<file path="config.mk">
export PLATFORM = sky130hd
export DESIGN_NAME = smst_engine
export DESIGN_NICKNAME = d
export VERILOG_FILES = /design/src/common/smst_pkg.sv /design/src/hdl/smst_engine.sv /design/src/hdl/smst_wave.sv
export SDC_FILE = /design/constraint.sdc
export NUM_CORES = 1
export LEC_CHECK = 0
export BUFFER_PORTS_ARGS = -buffer_cell sky130_fd_sc_hd__buf_4
export CELL_PAD_IN_SITES_DETAIL_PLACEMENT = 0
export CELL_PAD_IN_SITES_GLOBAL_PLACEMENT = 1
export CORE_AREA = 2 2 252 254
export CTS_CLUSTER_SIZE = 40
export DETAILED_ROUTE_END_ITERATION = 16
export DIE_AREA = 0 0 254 256
export PLACE_DENSITY_LB_ADDON = 0.1
export SLEW_MARGIN = 40
export SYNTH_ARGS = -nofsm -noshare
export SYNTH_HDL_FRONTEND = slang
export SYNTH_HIERARCHICAL = 1
export SYNTH_SLANG_ARGS = --single-unit
</file>
<file path="constraint.sdc">
create_clock -name clk -period 5.7 [get_ports clk]
set_input_delay 0.57 -clock clk [delete_from_list [all_inputs] [get_ports clk]]
set_output_delay 0.57 -clock clk [all_outputs]
set_load 0.1 [all_outputs]
</file>
<file path="src/common/smst_pkg.sv">
// Constants for the static memory strobe timing generator.
// Shared by the top-level timing engine and its per-signal waveform unit.
package smst_pkg;
   localparam int NUM_CS = 6;
   localparam int NUM_BYTES = 4;
   localparam int ADDR_W = 24;
   localparam int DATA_W = 32;
   localparam int SETUP_W = 6;
   localparam int PULSE_W = 7;
   localparam int CYCLE_W = 9;
   localparam int CNT_W = 10;
   localparam int CS_IDX_W = 3;
   localparam logic [CNT_W-1:0] SETUP_HI_WEIGHT = 10'h0_080;
   localparam logic [CNT_W-1:0] PULSE_HI_WEIGHT = 10'h0_100;
   localparam logic [CNT_W-1:0] CYCLE_HI_WEIGHT = 10'h0_100;
   localparam logic [CNT_W-1:0] CNT_ONE = 10'h0_001;
   localparam logic [CNT_W-1:0] CNT_ZERO = 10'h0_000;
   localparam logic [CS_IDX_W-1:0] CS_NONE = 3'h7;
   localparam logic READ_BY_CS = 1'h0;
   localparam logic WRITE_BY_STROBE = 1'h1;
   localparam logic WRITE_BY_CS = 1'h0;
   localparam logic BAT_BYTE_WRITE = 1'h1;

   typedef enum logic [1:0] {
      SMST_IDLE = 2'b00,
      SMST_GAP = 2'b01,
      SMST_ACCESS = 2'b10
   } smst_state_e;

   // Setup decode: 128 x bit 5 plus bits 4..0
   function automatic logic [CNT_W-1:0] smst_setup_cycles(input logic [SETUP_W-1:0] f);
      smst_setup_cycles = (f[5] ? SETUP_HI_WEIGHT : CNT_ZERO) + {5'h00, f[4:0]};
   endfunction : smst_setup_cycles

   // Pulse decode: 256 x bit 6 plus bits 5..0
   function automatic logic [CNT_W-1:0] smst_pulse_cycles(input logic [PULSE_W-1:0] f);
      smst_pulse_cycles = (f[6] ? PULSE_HI_WEIGHT : CNT_ZERO) + {4'h0, f[5:0]};
   endfunction : smst_pulse_cycles

   // Cycle decode: 256 x bits 8..7 plus bits 6..0
   function automatic logic [CNT_W-1:0] smst_cycle_cycles(input logic [CYCLE_W-1:0] f);
      logic [CNT_W-1:0] hi;
      hi = CNT_ZERO;
      if (f[7]) begin
         hi = hi + CYCLE_HI_WEIGHT;
      end
      if (f[8]) begin
         hi = hi + (CYCLE_HI_WEIGHT << 1);
      end
      smst_cycle_cycles = hi + {3'h0, f[6:0]};
   endfunction : smst_cycle_cycles
endpackage : smst_pkg

</file>
<file path="src/hdl/smst_engine.sv">
// Static memory strobe timing engine: setup/pulse/hold waveforms per chip select.
// Assumes a host that holds a request until ack and keeps timings stable in use.
// Summary of operation
// - Read by chip select: capture data on the edge raising chip select.
// - Write strobe falls after setup, low for pulse, then hold.
// - Byte-write strobes of enabled byte lanes copy the write strobe waveform exactly; the other lanes stay high.
// - Write chip select has its own setup and pulse from address valid.
// - One write cycle length bounds both signals; address changes at cycle end.
// - All timings held per chip select, counted in whole clock cycles.
// - Zero setup keeps signal asserted across back-to-back writes to same memory.
// - Strobe-controlled write drives data from strobe setup to cycle end.
// - Chip-select-controlled write drives data from chip select setup to end.
// - Setup field 6 bits: 128 times bit 5 plus bits 4..0.
// - Pulse field 7 bits: 256 times bit 6 plus bits 5..0.
// - Cycle field 9 bits: 256 times bits 8..7 plus bits 6..0.
// - Zero strobe hold: a back-to-back access changes address and byte selects on the same edge the strobe rises.
// - One idle cycle between transfers on different chip selects.
// - During that idle cycle all selects and strobes are high.
// - Read by read strobe: capture data on edge raising read strobe.
// - Read strobe falls after setup, low for pulse, then hold.
// - One read cycle length applies to read strobe and read chip select.
// - Byte selects change with the same timing as the address.
`timescale 1ns/1ps
module smst_engine (
   input wire logic clk,
   input wire logic rst,
   input wire logic req,
   input wire logic req_write,
   input wire logic [smst_pkg::CS_IDX_W-1:0] req_cs,
   input wire logic [smst_pkg::ADDR_W-1:0] req_addr,
   input wire logic [smst_pkg::DATA_W-1:0] req_wdata,
   input wire logic [smst_pkg::NUM_BYTES-1:0] req_byte_en,
   output logic ack,
   output logic [smst_pkg::DATA_W-1:0] rdata,
   output logic rdata_valid,
   input wire logic [smst_pkg::NUM_CS*smst_pkg::SETUP_W-1:0] wr_strobe_setup,
   input wire logic [smst_pkg::NUM_CS*smst_pkg::PULSE_W-1:0] wr_strobe_pulse,
   input wire logic [smst_pkg::NUM_CS*smst_pkg::SETUP_W-1:0] cs_write_setup,
   input wire logic [smst_pkg::NUM_CS*smst_pkg::PULSE_W-1:0] cs_write_pulse,
   input wire logic [smst_pkg::NUM_CS*smst_pkg::CYCLE_W-1:0] write_cycle_len,
   input wire logic [smst_pkg::NUM_CS*smst_pkg::SETUP_W-1:0] rd_strobe_setup,
   input wire logic [smst_pkg::NUM_CS*smst_pkg::PULSE_W-1:0] rd_strobe_pulse,
   input wire logic [smst_pkg::NUM_CS*smst_pkg::SETUP_W-1:0] cs_read_setup,
   input wire logic [smst_pkg::NUM_CS*smst_pkg::PULSE_W-1:0] cs_read_pulse,
   input wire logic [smst_pkg::NUM_CS*smst_pkg::CYCLE_W-1:0] read_cycle_len,
   input wire logic [smst_pkg::NUM_CS-1:0] read_mode,
   input wire logic [smst_pkg::NUM_CS-1:0] write_mode,
   input wire logic [smst_pkg::NUM_CS-1:0] byte_write_mode,
   output logic [smst_pkg::ADDR_W-1:0] mem_addr,
   output logic [smst_pkg::DATA_W-1:0] mem_dout,
   output logic mem_dout_en,
   input wire logic [smst_pkg::DATA_W-1:0] mem_din,
   output logic [smst_pkg::NUM_CS-1:0] chip_sel_n,
   output logic read_strobe_n,
   output logic write_strobe_n,
   output logic [smst_pkg::NUM_BYTES-1:0] byte_wr_strobe_n,
   output logic [smst_pkg::NUM_BYTES-1:0] byte_lane_sel_n
);
   smst_pkg::smst_state_e state;
   smst_pkg::smst_state_e next_state;
   logic [smst_pkg::CNT_W-1:0] count;
   logic [smst_pkg::CNT_W-1:0] next_count;
   logic [smst_pkg::CS_IDX_W-1:0] cur_cs;
   logic [smst_pkg::CS_IDX_W-1:0] last_cs;
   logic cur_write;
   logic [smst_pkg::NUM_BYTES-1:0] cur_be;
   logic [smst_pkg::ADDR_W-1:0] cur_addr;
   logic [smst_pkg::DATA_W-1:0] cur_wdata;

   // Per chip select field selection
   logic [smst_pkg::CNT_W-1:0] ws_setup, ws_pulse, cw_setup, cw_pulse, w_cycle;
   logic [smst_pkg::CNT_W-1:0] rs_setup, rs_pulse, cr_setup, cr_pulse, r_cycle;
   assign ws_setup = smst_pkg::smst_setup_cycles(wr_strobe_setup[cur_cs*smst_pkg::SETUP_W +: smst_pkg::SETUP_W]);
   assign cw_setup = smst_pkg::smst_setup_cycles(cs_write_setup[cur_cs*smst_pkg::SETUP_W +: smst_pkg::SETUP_W]);
   assign rs_setup = smst_pkg::smst_setup_cycles(rd_strobe_setup[cur_cs*smst_pkg::SETUP_W +: smst_pkg::SETUP_W]);
   assign cr_setup = smst_pkg::smst_setup_cycles(cs_read_setup[cur_cs*smst_pkg::SETUP_W +: smst_pkg::SETUP_W]);
   assign ws_pulse = smst_pkg::smst_pulse_cycles(wr_strobe_pulse[cur_cs*smst_pkg::PULSE_W +: smst_pkg::PULSE_W]);
   assign cw_pulse = smst_pkg::smst_pulse_cycles(cs_write_pulse[cur_cs*smst_pkg::PULSE_W +: smst_pkg::PULSE_W]);
   assign rs_pulse = smst_pkg::smst_pulse_cycles(rd_strobe_pulse[cur_cs*smst_pkg::PULSE_W +: smst_pkg::PULSE_W]);
   assign cr_pulse = smst_pkg::smst_pulse_cycles(cs_read_pulse[cur_cs*smst_pkg::PULSE_W +: smst_pkg::PULSE_W]);
   assign w_cycle = smst_pkg::smst_cycle_cycles(write_cycle_len[cur_cs*smst_pkg::CYCLE_W +: smst_pkg::CYCLE_W]);
   assign r_cycle = smst_pkg::smst_cycle_cycles(read_cycle_len[cur_cs*smst_pkg::CYCLE_W +: smst_pkg::CYCLE_W]);

   logic in_access;
   logic [smst_pkg::CNT_W-1:0] strobe_setup, strobe_pulse, cs_setup, cs_pulse, cyc_len;
   assign in_access = (state == smst_pkg::SMST_ACCESS);
   assign strobe_setup = cur_write ? ws_setup : rs_setup;
   assign strobe_pulse = cur_write ? ws_pulse : rs_pulse;
   assign cs_setup = cur_write ? cw_setup : cr_setup;
   assign cs_pulse = cur_write ? cw_pulse : cr_pulse;
   assign cyc_len = cur_write ? w_cycle : r_cycle;

   logic strobe_on, strobe_fall, strobe_rise, cs_on, cs_fall, cs_rise;
   smst_wave u_strobe_wave (
      .count(count),
      .active(in_access),
      .setup(strobe_setup),
      .pulse(strobe_pulse),
      .on(strobe_on),
      .fall(strobe_fall),
      .rise(strobe_rise)
   );
   smst_wave u_cs_wave (
      .count(count),
      .active(in_access),
      .setup(cs_setup),
      .pulse(cs_pulse),
      .on(cs_on),
      .fall(cs_fall),
      .rise(cs_rise)
   );

   // Access ends on the last counted cycle; a zero cycle still takes one
   logic last_cycle;
   logic accept;
   logic need_gap;
   assign last_cycle = in_access && ((count + smst_pkg::CNT_ONE) >= cyc_len);
   assign accept = req && !rst && ((state == smst_pkg::SMST_IDLE) || last_cycle);
   assign need_gap = (last_cs != smst_pkg::CS_NONE) && (req_cs != last_cs);
   assign ack = accept;

   always_comb begin
      next_state = state;
      next_count = count + smst_pkg::CNT_ONE;
      case (state)
         smst_pkg::SMST_IDLE: begin
            next_count = smst_pkg::CNT_ZERO;
            if (req) begin
               next_state = need_gap ? smst_pkg::SMST_GAP : smst_pkg::SMST_ACCESS;
            end
         end
         smst_pkg::SMST_GAP: begin
            next_state = smst_pkg::SMST_ACCESS;
            next_count = smst_pkg::CNT_ZERO;
         end
         smst_pkg::SMST_ACCESS: begin
            if (last_cycle) begin
               next_count = smst_pkg::CNT_ZERO;
               if (!req) begin
                  next_state = smst_pkg::SMST_IDLE;
               end else if (need_gap) begin
                  next_state = smst_pkg::SMST_GAP;
               end
            end
         end
         default: begin
            next_state = smst_pkg::SMST_IDLE;
            next_count = smst_pkg::CNT_ZERO;
         end
      endcase
   end

   always_ff @(posedge clk) begin
      if (rst) begin
         state <= smst_pkg::SMST_IDLE;
         count <= smst_pkg::CNT_ZERO;
      end else begin
         state <= next_state;
         count <= next_count;
      end
   end

   // Access context; address and byte selects change only when a new access is taken
   always_ff @(posedge clk) begin
      if (rst) begin
         cur_cs <= smst_pkg::CS_NONE;
         last_cs <= smst_pkg::CS_NONE;
         cur_write <= 1'b0;
         cur_be <= '0;
         cur_addr <= '0;
         cur_wdata <= '0;
      end else if (accept) begin
         cur_cs <= req_cs;
         last_cs <= req_cs;
         cur_write <= req_write;
         cur_be <= req_byte_en;
         cur_addr <= req_addr;
         cur_wdata <= req_wdata;
      end
   end

   // Address and data launch with the count-zero outputs, so setup counts from them
   logic launch;
   assign launch = in_access && (count == smst_pkg::CNT_ZERO);
   always_ff @(posedge clk) begin
      if (rst) begin
         mem_addr <= '0;
         mem_dout <= '0;
      end else if (launch) begin
         mem_addr <= cur_addr;
         mem_dout <= cur_wdata;
      end
   end

   // Strobes registered; a zero setup start meets the previous access without a gap
   logic [smst_pkg::NUM_CS-1:0] cs_onehot;
   logic bw_mode, next_dout_en;
   assign bw_mode = byte_write_mode[cur_cs] == smst_pkg::BAT_BYTE_WRITE;
   assign cs_onehot = (cs_on && cur_cs < smst_pkg::CS_IDX_W'(smst_pkg::NUM_CS)) ?
      smst_pkg::NUM_CS'(1) << cur_cs : '0;
   assign next_dout_en = in_access && cur_write && (write_mode[cur_cs] == smst_pkg::WRITE_BY_STROBE ?
      count >= ws_setup : count >= cw_setup);

   always_ff @(posedge clk) begin
      if (rst || !in_access) begin
         chip_sel_n <= '1;
         read_strobe_n <= 1'b1;
         write_strobe_n <= 1'b1;
         byte_wr_strobe_n <= '1;
         mem_dout_en <= 1'b0;
      end else begin
         chip_sel_n <= ~cs_onehot;
         read_strobe_n <= !(strobe_on && !cur_write);
         write_strobe_n <= !(strobe_on && cur_write && !bw_mode);
         byte_wr_strobe_n <= ~({smst_pkg::NUM_BYTES{strobe_on && cur_write && bw_mode}} & cur_be);
         mem_dout_en <= next_dout_en;
      end
   end

   // Byte selects follow the address; all high in the idle gap and in byte-write mode
   always_ff @(posedge clk) begin
      if (rst || state == smst_pkg::SMST_GAP) begin
         byte_lane_sel_n <= '1;
      end else if (launch) begin
         byte_lane_sel_n <= bw_mode ? '1 : ~cur_be;
      end
   end

   // Data captured on the edge that raises the controlling signal
   // Zero hold: that edge closes the cycle, one past the last count
   logic capture, rd_by_cs, late_capture, pend_capture;
   logic [smst_pkg::CNT_W-1:0] rd_ctrl_end;
   assign rd_by_cs = read_mode[cur_cs] == smst_pkg::READ_BY_CS;
   assign rd_ctrl_end = rd_by_cs ? cs_setup + cs_pulse : strobe_setup + strobe_pulse;
   assign late_capture = in_access && !cur_write && last_cycle && (rd_ctrl_end >= cyc_len);
   assign capture = (in_access && !cur_write && (rd_by_cs ? cs_rise : strobe_rise)) || pend_capture;
   always_ff @(posedge clk) begin
      if (rst) begin
         rdata <= '0;
         rdata_valid <= 1'b0;
         pend_capture <= 1'b0;
      end else begin
         rdata_valid <= capture;
         pend_capture <= late_capture;
         if (capture) begin
            rdata <= mem_din;
         end
      end
   end

   a_gap_all_high: assert property (@(posedge clk) disable iff (rst)
      $past(state) == smst_pkg::SMST_GAP |-> &chip_sel_n && read_strobe_n && &byte_lane_sel_n
      && &byte_wr_strobe_n) else $error("Select active after idle gap");
   a_gap_on_switch: assert property (@(posedge clk) disable iff (rst)
      in_access && last_cycle && req && need_gap |=> state == smst_pkg::SMST_GAP)
      else $error("No idle cycle on chip select change");
   a_wr_strobe_fall: assert property (@(posedge clk) disable iff (rst)
      in_access && cur_write && !bw_mode && strobe_fall && strobe_pulse != smst_pkg::CNT_ZERO
      |=> !write_strobe_n) else $error("Write strobe late");
   a_wr_strobe_rise: assert property (@(posedge clk) disable iff (rst)
      in_access && cur_write && strobe_rise && !last_cycle |=> write_strobe_n && &byte_wr_strobe_n)
      else $error("Write strobe not raised");
   a_byte_wr_copy: assert property (@(posedge clk) disable iff (rst)
      bw_mode |-> write_strobe_n) else $error("Single strobe used in byte-write mode");
   a_rd_capture: assert property (@(posedge clk) disable iff (rst)
      capture |=> rdata_valid && rdata == $past(mem_din)) else $error("Read data not captured");
   a_addr_stable: assert property (@(posedge clk) disable iff (rst)
      !(in_access && count == smst_pkg::CNT_ZERO) |=> $stable(mem_addr))
      else $error("Address moved mid access");
   a_dout_end: assert property (@(posedge clk) disable iff (rst)
      !in_access |=> !mem_dout_en) else $error("Data driven outside access");
   a_rd_strobe_fall: assert property (@(posedge clk) disable iff (rst)
      in_access && !cur_write && strobe_fall && !strobe_rise |=> !read_strobe_n)
      else $error("Read strobe late");
   c_write: cover property (@(posedge clk) in_access && cur_write && last_cycle);
   c_read: cover property (@(posedge clk) capture);
   c_gap: cover property (@(posedge clk) state == smst_pkg::SMST_GAP);
   c_b2b: cover property (@(posedge clk) last_cycle && accept && !need_gap);
endmodule : smst_engine

</file>
<file path="src/hdl/smst_wave.sv">
// One strobe waveform: active between setup and setup plus pulse.
// Assumes the access counter starts at zero on the cycle the address is set.
`timescale 1ns/1ps
module smst_wave (
   input wire logic [smst_pkg::CNT_W-1:0] count,
   input wire logic active,
   input wire logic [smst_pkg::CNT_W-1:0] setup,
   input wire logic [smst_pkg::CNT_W-1:0] pulse,
   output logic on,
   output logic fall,
   output logic rise
);
   logic [smst_pkg::CNT_W-1:0] end_cnt;
   assign end_cnt = setup + pulse;
   assign on = active && (count >= setup) && (count < end_cnt);
   assign fall = active && (count == setup);
   assign rise = active && (count == end_cnt);
endmodule : smst_wave

</file>
Word level (Yosys, flattened, before mapping)
Index checks and enable logic that the tools add are counted.
{ "totals": {"out_inout_bits": 107, "register_bits": 183, "input_bits": 537} }
{ "classes": {"multipliers": 3, "n_reduce_logical": 36, "n_eq_ne": 9, "bitwise": 5, "mux": 34, "n_shift": 11, "n_lt_le_gt_ge": 10, "n_addsub": 15} }
{ "op_table": {"columns": ["operator", "count"], "rows": [
  ["42-bit by 7-bit indexed part select with 7-bit output", 4],
  ["36-bit by 7-bit indexed part select with 6-bit output", 4],
  ["54-bit by 8-bit indexed part select with 9-bit output", 2],
  ["9-bit 2-to-1 mux", 8],
  ["10-bit 2-to-1 mux", 6],
  ["9-bit by 6-bit adder with 10-bit output", 4],
  ["10-bit by 9-bit greater-or-equal comparator with 1-bit output", 4],
  ["8-bit by 5-bit adder with 9-bit output", 4],
  ["8-bit 2-to-1 mux", 4],
  ["1-bit logical AND", 22],
  ["10-bit adder, second input constant", 2],
  ["10-bit by 7-bit adder with 10-bit output", 2],
  ["9-bit by 10-bit adder with 10-bit output", 2],
  ["10-bit == test", 2],
  ["10-bit greater-or-equal comparator", 2],
  ["10-bit < comparator", 2],
  ["10-bit by 1-bit adder with 10-bit output, second input constant", 1],
  ["10-bit logical NOT", 1],
  ["2-bit 2-to-1 mux", 5],
  ["1-bit binary-select mux with 3-bit select", 3],
  ["4-bit inverter", 2],
  ["3-bit by 4-bit multiplier with 7-bit output, second input constant", 1],
  ["1-bit logical NOT", 6],
  ["3-bit by 3-bit multiplier with 6-bit output, second input constant", 1],
  ["other kinds (22)", 29]
]} }

Depth between registers and ports, before layout
{ "logic_depth": {"word_depth": 12, "ltp_mapped": 25, "ltp_nobuf": 21} }

Modules after synthesis
The synthesis kept the hierarchy.
{ "modules_own_cells": {"columns": ["mod", "cells_per_inst", "instances", "seq_area_each_um2", "area_per_inst_um2"], "rows": [
  ["smst_engine", 1188, 1, 3663.5, 11337.1],
  ["smst_wave", 108, 2, 0.0, 868.3]
]} }

Worst setup path before layout
OpenSTA, ideal clock, no wires.
{ "synth_path": {"kind": "register to output", "from": "register last_cs[0] (netlist name)", "to": "output ack", "stages_incl_launch_ff": 17, "t_arrival_ns": 4.026, "setup_slack_ns": 1.104, "path_cell_list": "dfxtp_1 -> buf_6 -> buf_6 -> buf_4 -> buf_2 -> mux4_2 -> mux2i_1 -> nor2_1 -> a21oi_1 -> ha_1 -> o21ai_0 -> a211o_1 -> a31o_2 -> a31oi_2 -> buf_6 -> buf_6 -> and2_1"} }
{ "synth_rtl": {"columns": ["item", "line", "source"], "rows": [
  ["to (decl)", "smst_engine.sv:33", "output logic ack,"]
]} }

==> flow_summary.ini <==
[status]
status = complete, no violations

[pwr]
internal-power_w = 0.00306
power_w = 0.00520
power_leakage_nw = 9.07
p_comb_share_pct = 47.4
power.share.clock_pct = 23.8
switching_share_pct = 41.2
ir_worst_vdd_v = 0.000155
cellPowerDensity_nw_per_um2 = 267
seq_power_share_pct = 28.8
p_sw_w = 0.00214

[final_layout]
drive_gt1_share_pct = 41.1
nets = 2669
utilization_pct = 31.3
syn_to_final_growth_pct = 49.4
fin_cells = 2893

[detailed_routing]
drtIter0Drc = 696
via_per_inst = 4.56
first_pass_iters = 5
routedWlPerCell_um = 24.1
ant_nets = 0
via_count = 13201
drc = 0
totalWireLength_um = 69600

[floorplan]
die_y_um = 256
dieArea_um2 = 65000
start_util_pct = 20.9
rows = 92
core_area_um2 = 62400
die_x_um = 254
ios = 644

[timing]
grt_setup_unrepaired = false
finalCritPeriodShare_pct = 89.3
hold_slack_ns = 0.351
final.setup.tns_ns = 0
slew_headroom_pct = 44.3
min_period_ns = 5.09
tightestPinTransition_ns = 0.827
finalMaxSlewViolations = 0
setup_viol = 0
fmax_ghz = 0.196
finalHoldViolations = 0
finClkSkew_ns = 0.0124

[clock_network]
clock_tree.root_cell = clkbuf_16
post_cts.repair.setup_buffers = 0
clk_pin_slew_worst_paths_ns = 0.07
htreeDepth = 4
cts_buffer_depth = 2
cts_resized = 0
cts_tree = built
cts_buffers = 17
ctsHoldBuffers = 0
clkSinkCount = 183
clk_latency_ns = 0.46

[logic_synthesis]
synth_cells = 1400
yosys_warnings = 6
synth_area_um2 = 13100
synth_area_per_cell_um2 = 9.32

[worst_setup_path]
cp_max_fo = 33
path_buf_inv = 1
start_kind = flop
critical_path_required_ns = 6.02
slowest_delay_ns = 0.74
crit_arrival_ns = 5.41
end_kind = flop
crit_chain = mux4_2 > a221oi_1 > a21oi_1 > ha_1 > nor2b_4 > o2111ai_1 > nand3_1 > nor2_1 > xor2_1 > ha_1 > nand4_1 > nor3_1 > nand2_1 > a21oi_1 > a311oi_4 > buf_12 > mux2i_1 > nor2_1
crit_type = reg2reg
cp_slowest_cell = dfxtp_4
critical_path.top_delay_family = compound AO/OA/AOI/OAI gates

[grt]
grt_pass1_wl_um = 98000
grt_overflow = 0
grt_pass1_vias = 13909
track_usage_pct = 21.0
grt_start_max_net_pins = 103
antenna_found_initial = 12

[place]
portBuffers = 643
place_inst = 2855
gp_congestion = 0.937
place_hpwl_um = 58000

[run]
cap_violations = 0

[min_path]
hp-class = in2reg
cell usage in the layout (no fill, tap or decap), drive strengths merged, types with 24 or more instances in the layout:
cell type,n
ha,99
mux4,91
a21oi,116
nand3,24
buf,680
nor2,83
dfxtp,183
inv,51
o21ai,41
mux2i,146
nand2,281
layer usage:
metal  GRT usage, %  part of all wire, %  up-vias
met5           1.43                 0.29        -
met2           35.0                   48      401
met3           6.85                  7.5       65
met1           25.9                   42     6434
li1               -                    -     6289
met4           5.25                  1.8       12
registers in the layout (all words and copies together), names as in the netlist, 2 cells and up:
register / flops
chip_sel_n: 6
cur_wdata: 32
last_cs: 3
mem_addr: 24
byte_wr_strobe_n: 4
count: 10
byte_lane_sel_n: 4
mem_dout: 32
state: 2
cur_addr: 24
cur_be: 4
rdata: 32
metrics by stage:
step / area [um2] / worst slack (ns)
after floorplan: 13100 / 1.10
after global placement: 18900 / 0.606
after detailed placement: 18900 / 0.498
after CTS: 19500 / 0.496
after global routing: 19500 / 0.217
final: 19500 / 0.607
worst min-delay path: stages:
cell and delay (ns):
buf_4 0.08, mux2i_1 0.05, nor2_1 0.07
power groups by stage:
stage | Combinational (W) | Sequential, W | Clock (W)
floorplan | 0.00134 | 0.00176 | 0
global placement | 0.00246 | 0.00153 | 0
detailed placement | 0.00247 | 0.00153 | 0
CTS | 0.00248 | 0.00150 | 0.00129
global route | 0.00266 | 0.00152 | 0.00134
finish | 0.00246 | 0.00150 | 0.00124
final timing paths:
path | slack [ns] | cells after the start | to | startpoint
setup reg to reg | 0.61 | 18 | rdata[29] | last_cs[0]
hold / removal | 0.35 | 3 | rdata[7] | mem_din[7]
setup / recovery | 0.61 | 18 | rdata[29] | last_cs[0]
hold reg to reg | 0.40 | 1 | byte_wr_strobe_n[1] | cur_be[1]
final cells by class:
class                           count  area [um2]
Fill cell                        6721       42900
Sequential cell                   183        3670
Multi-Input combinational cell   1104        8830
Timing Repair Buffer              681        5170
Inverter                           42         160
Clock buffer                       18         439
Clock inverter                     14         154
Tap cell                          846        1060
Antenna cell                        5        12.5
Note: power is estimated with default switching activity, not from simulation.
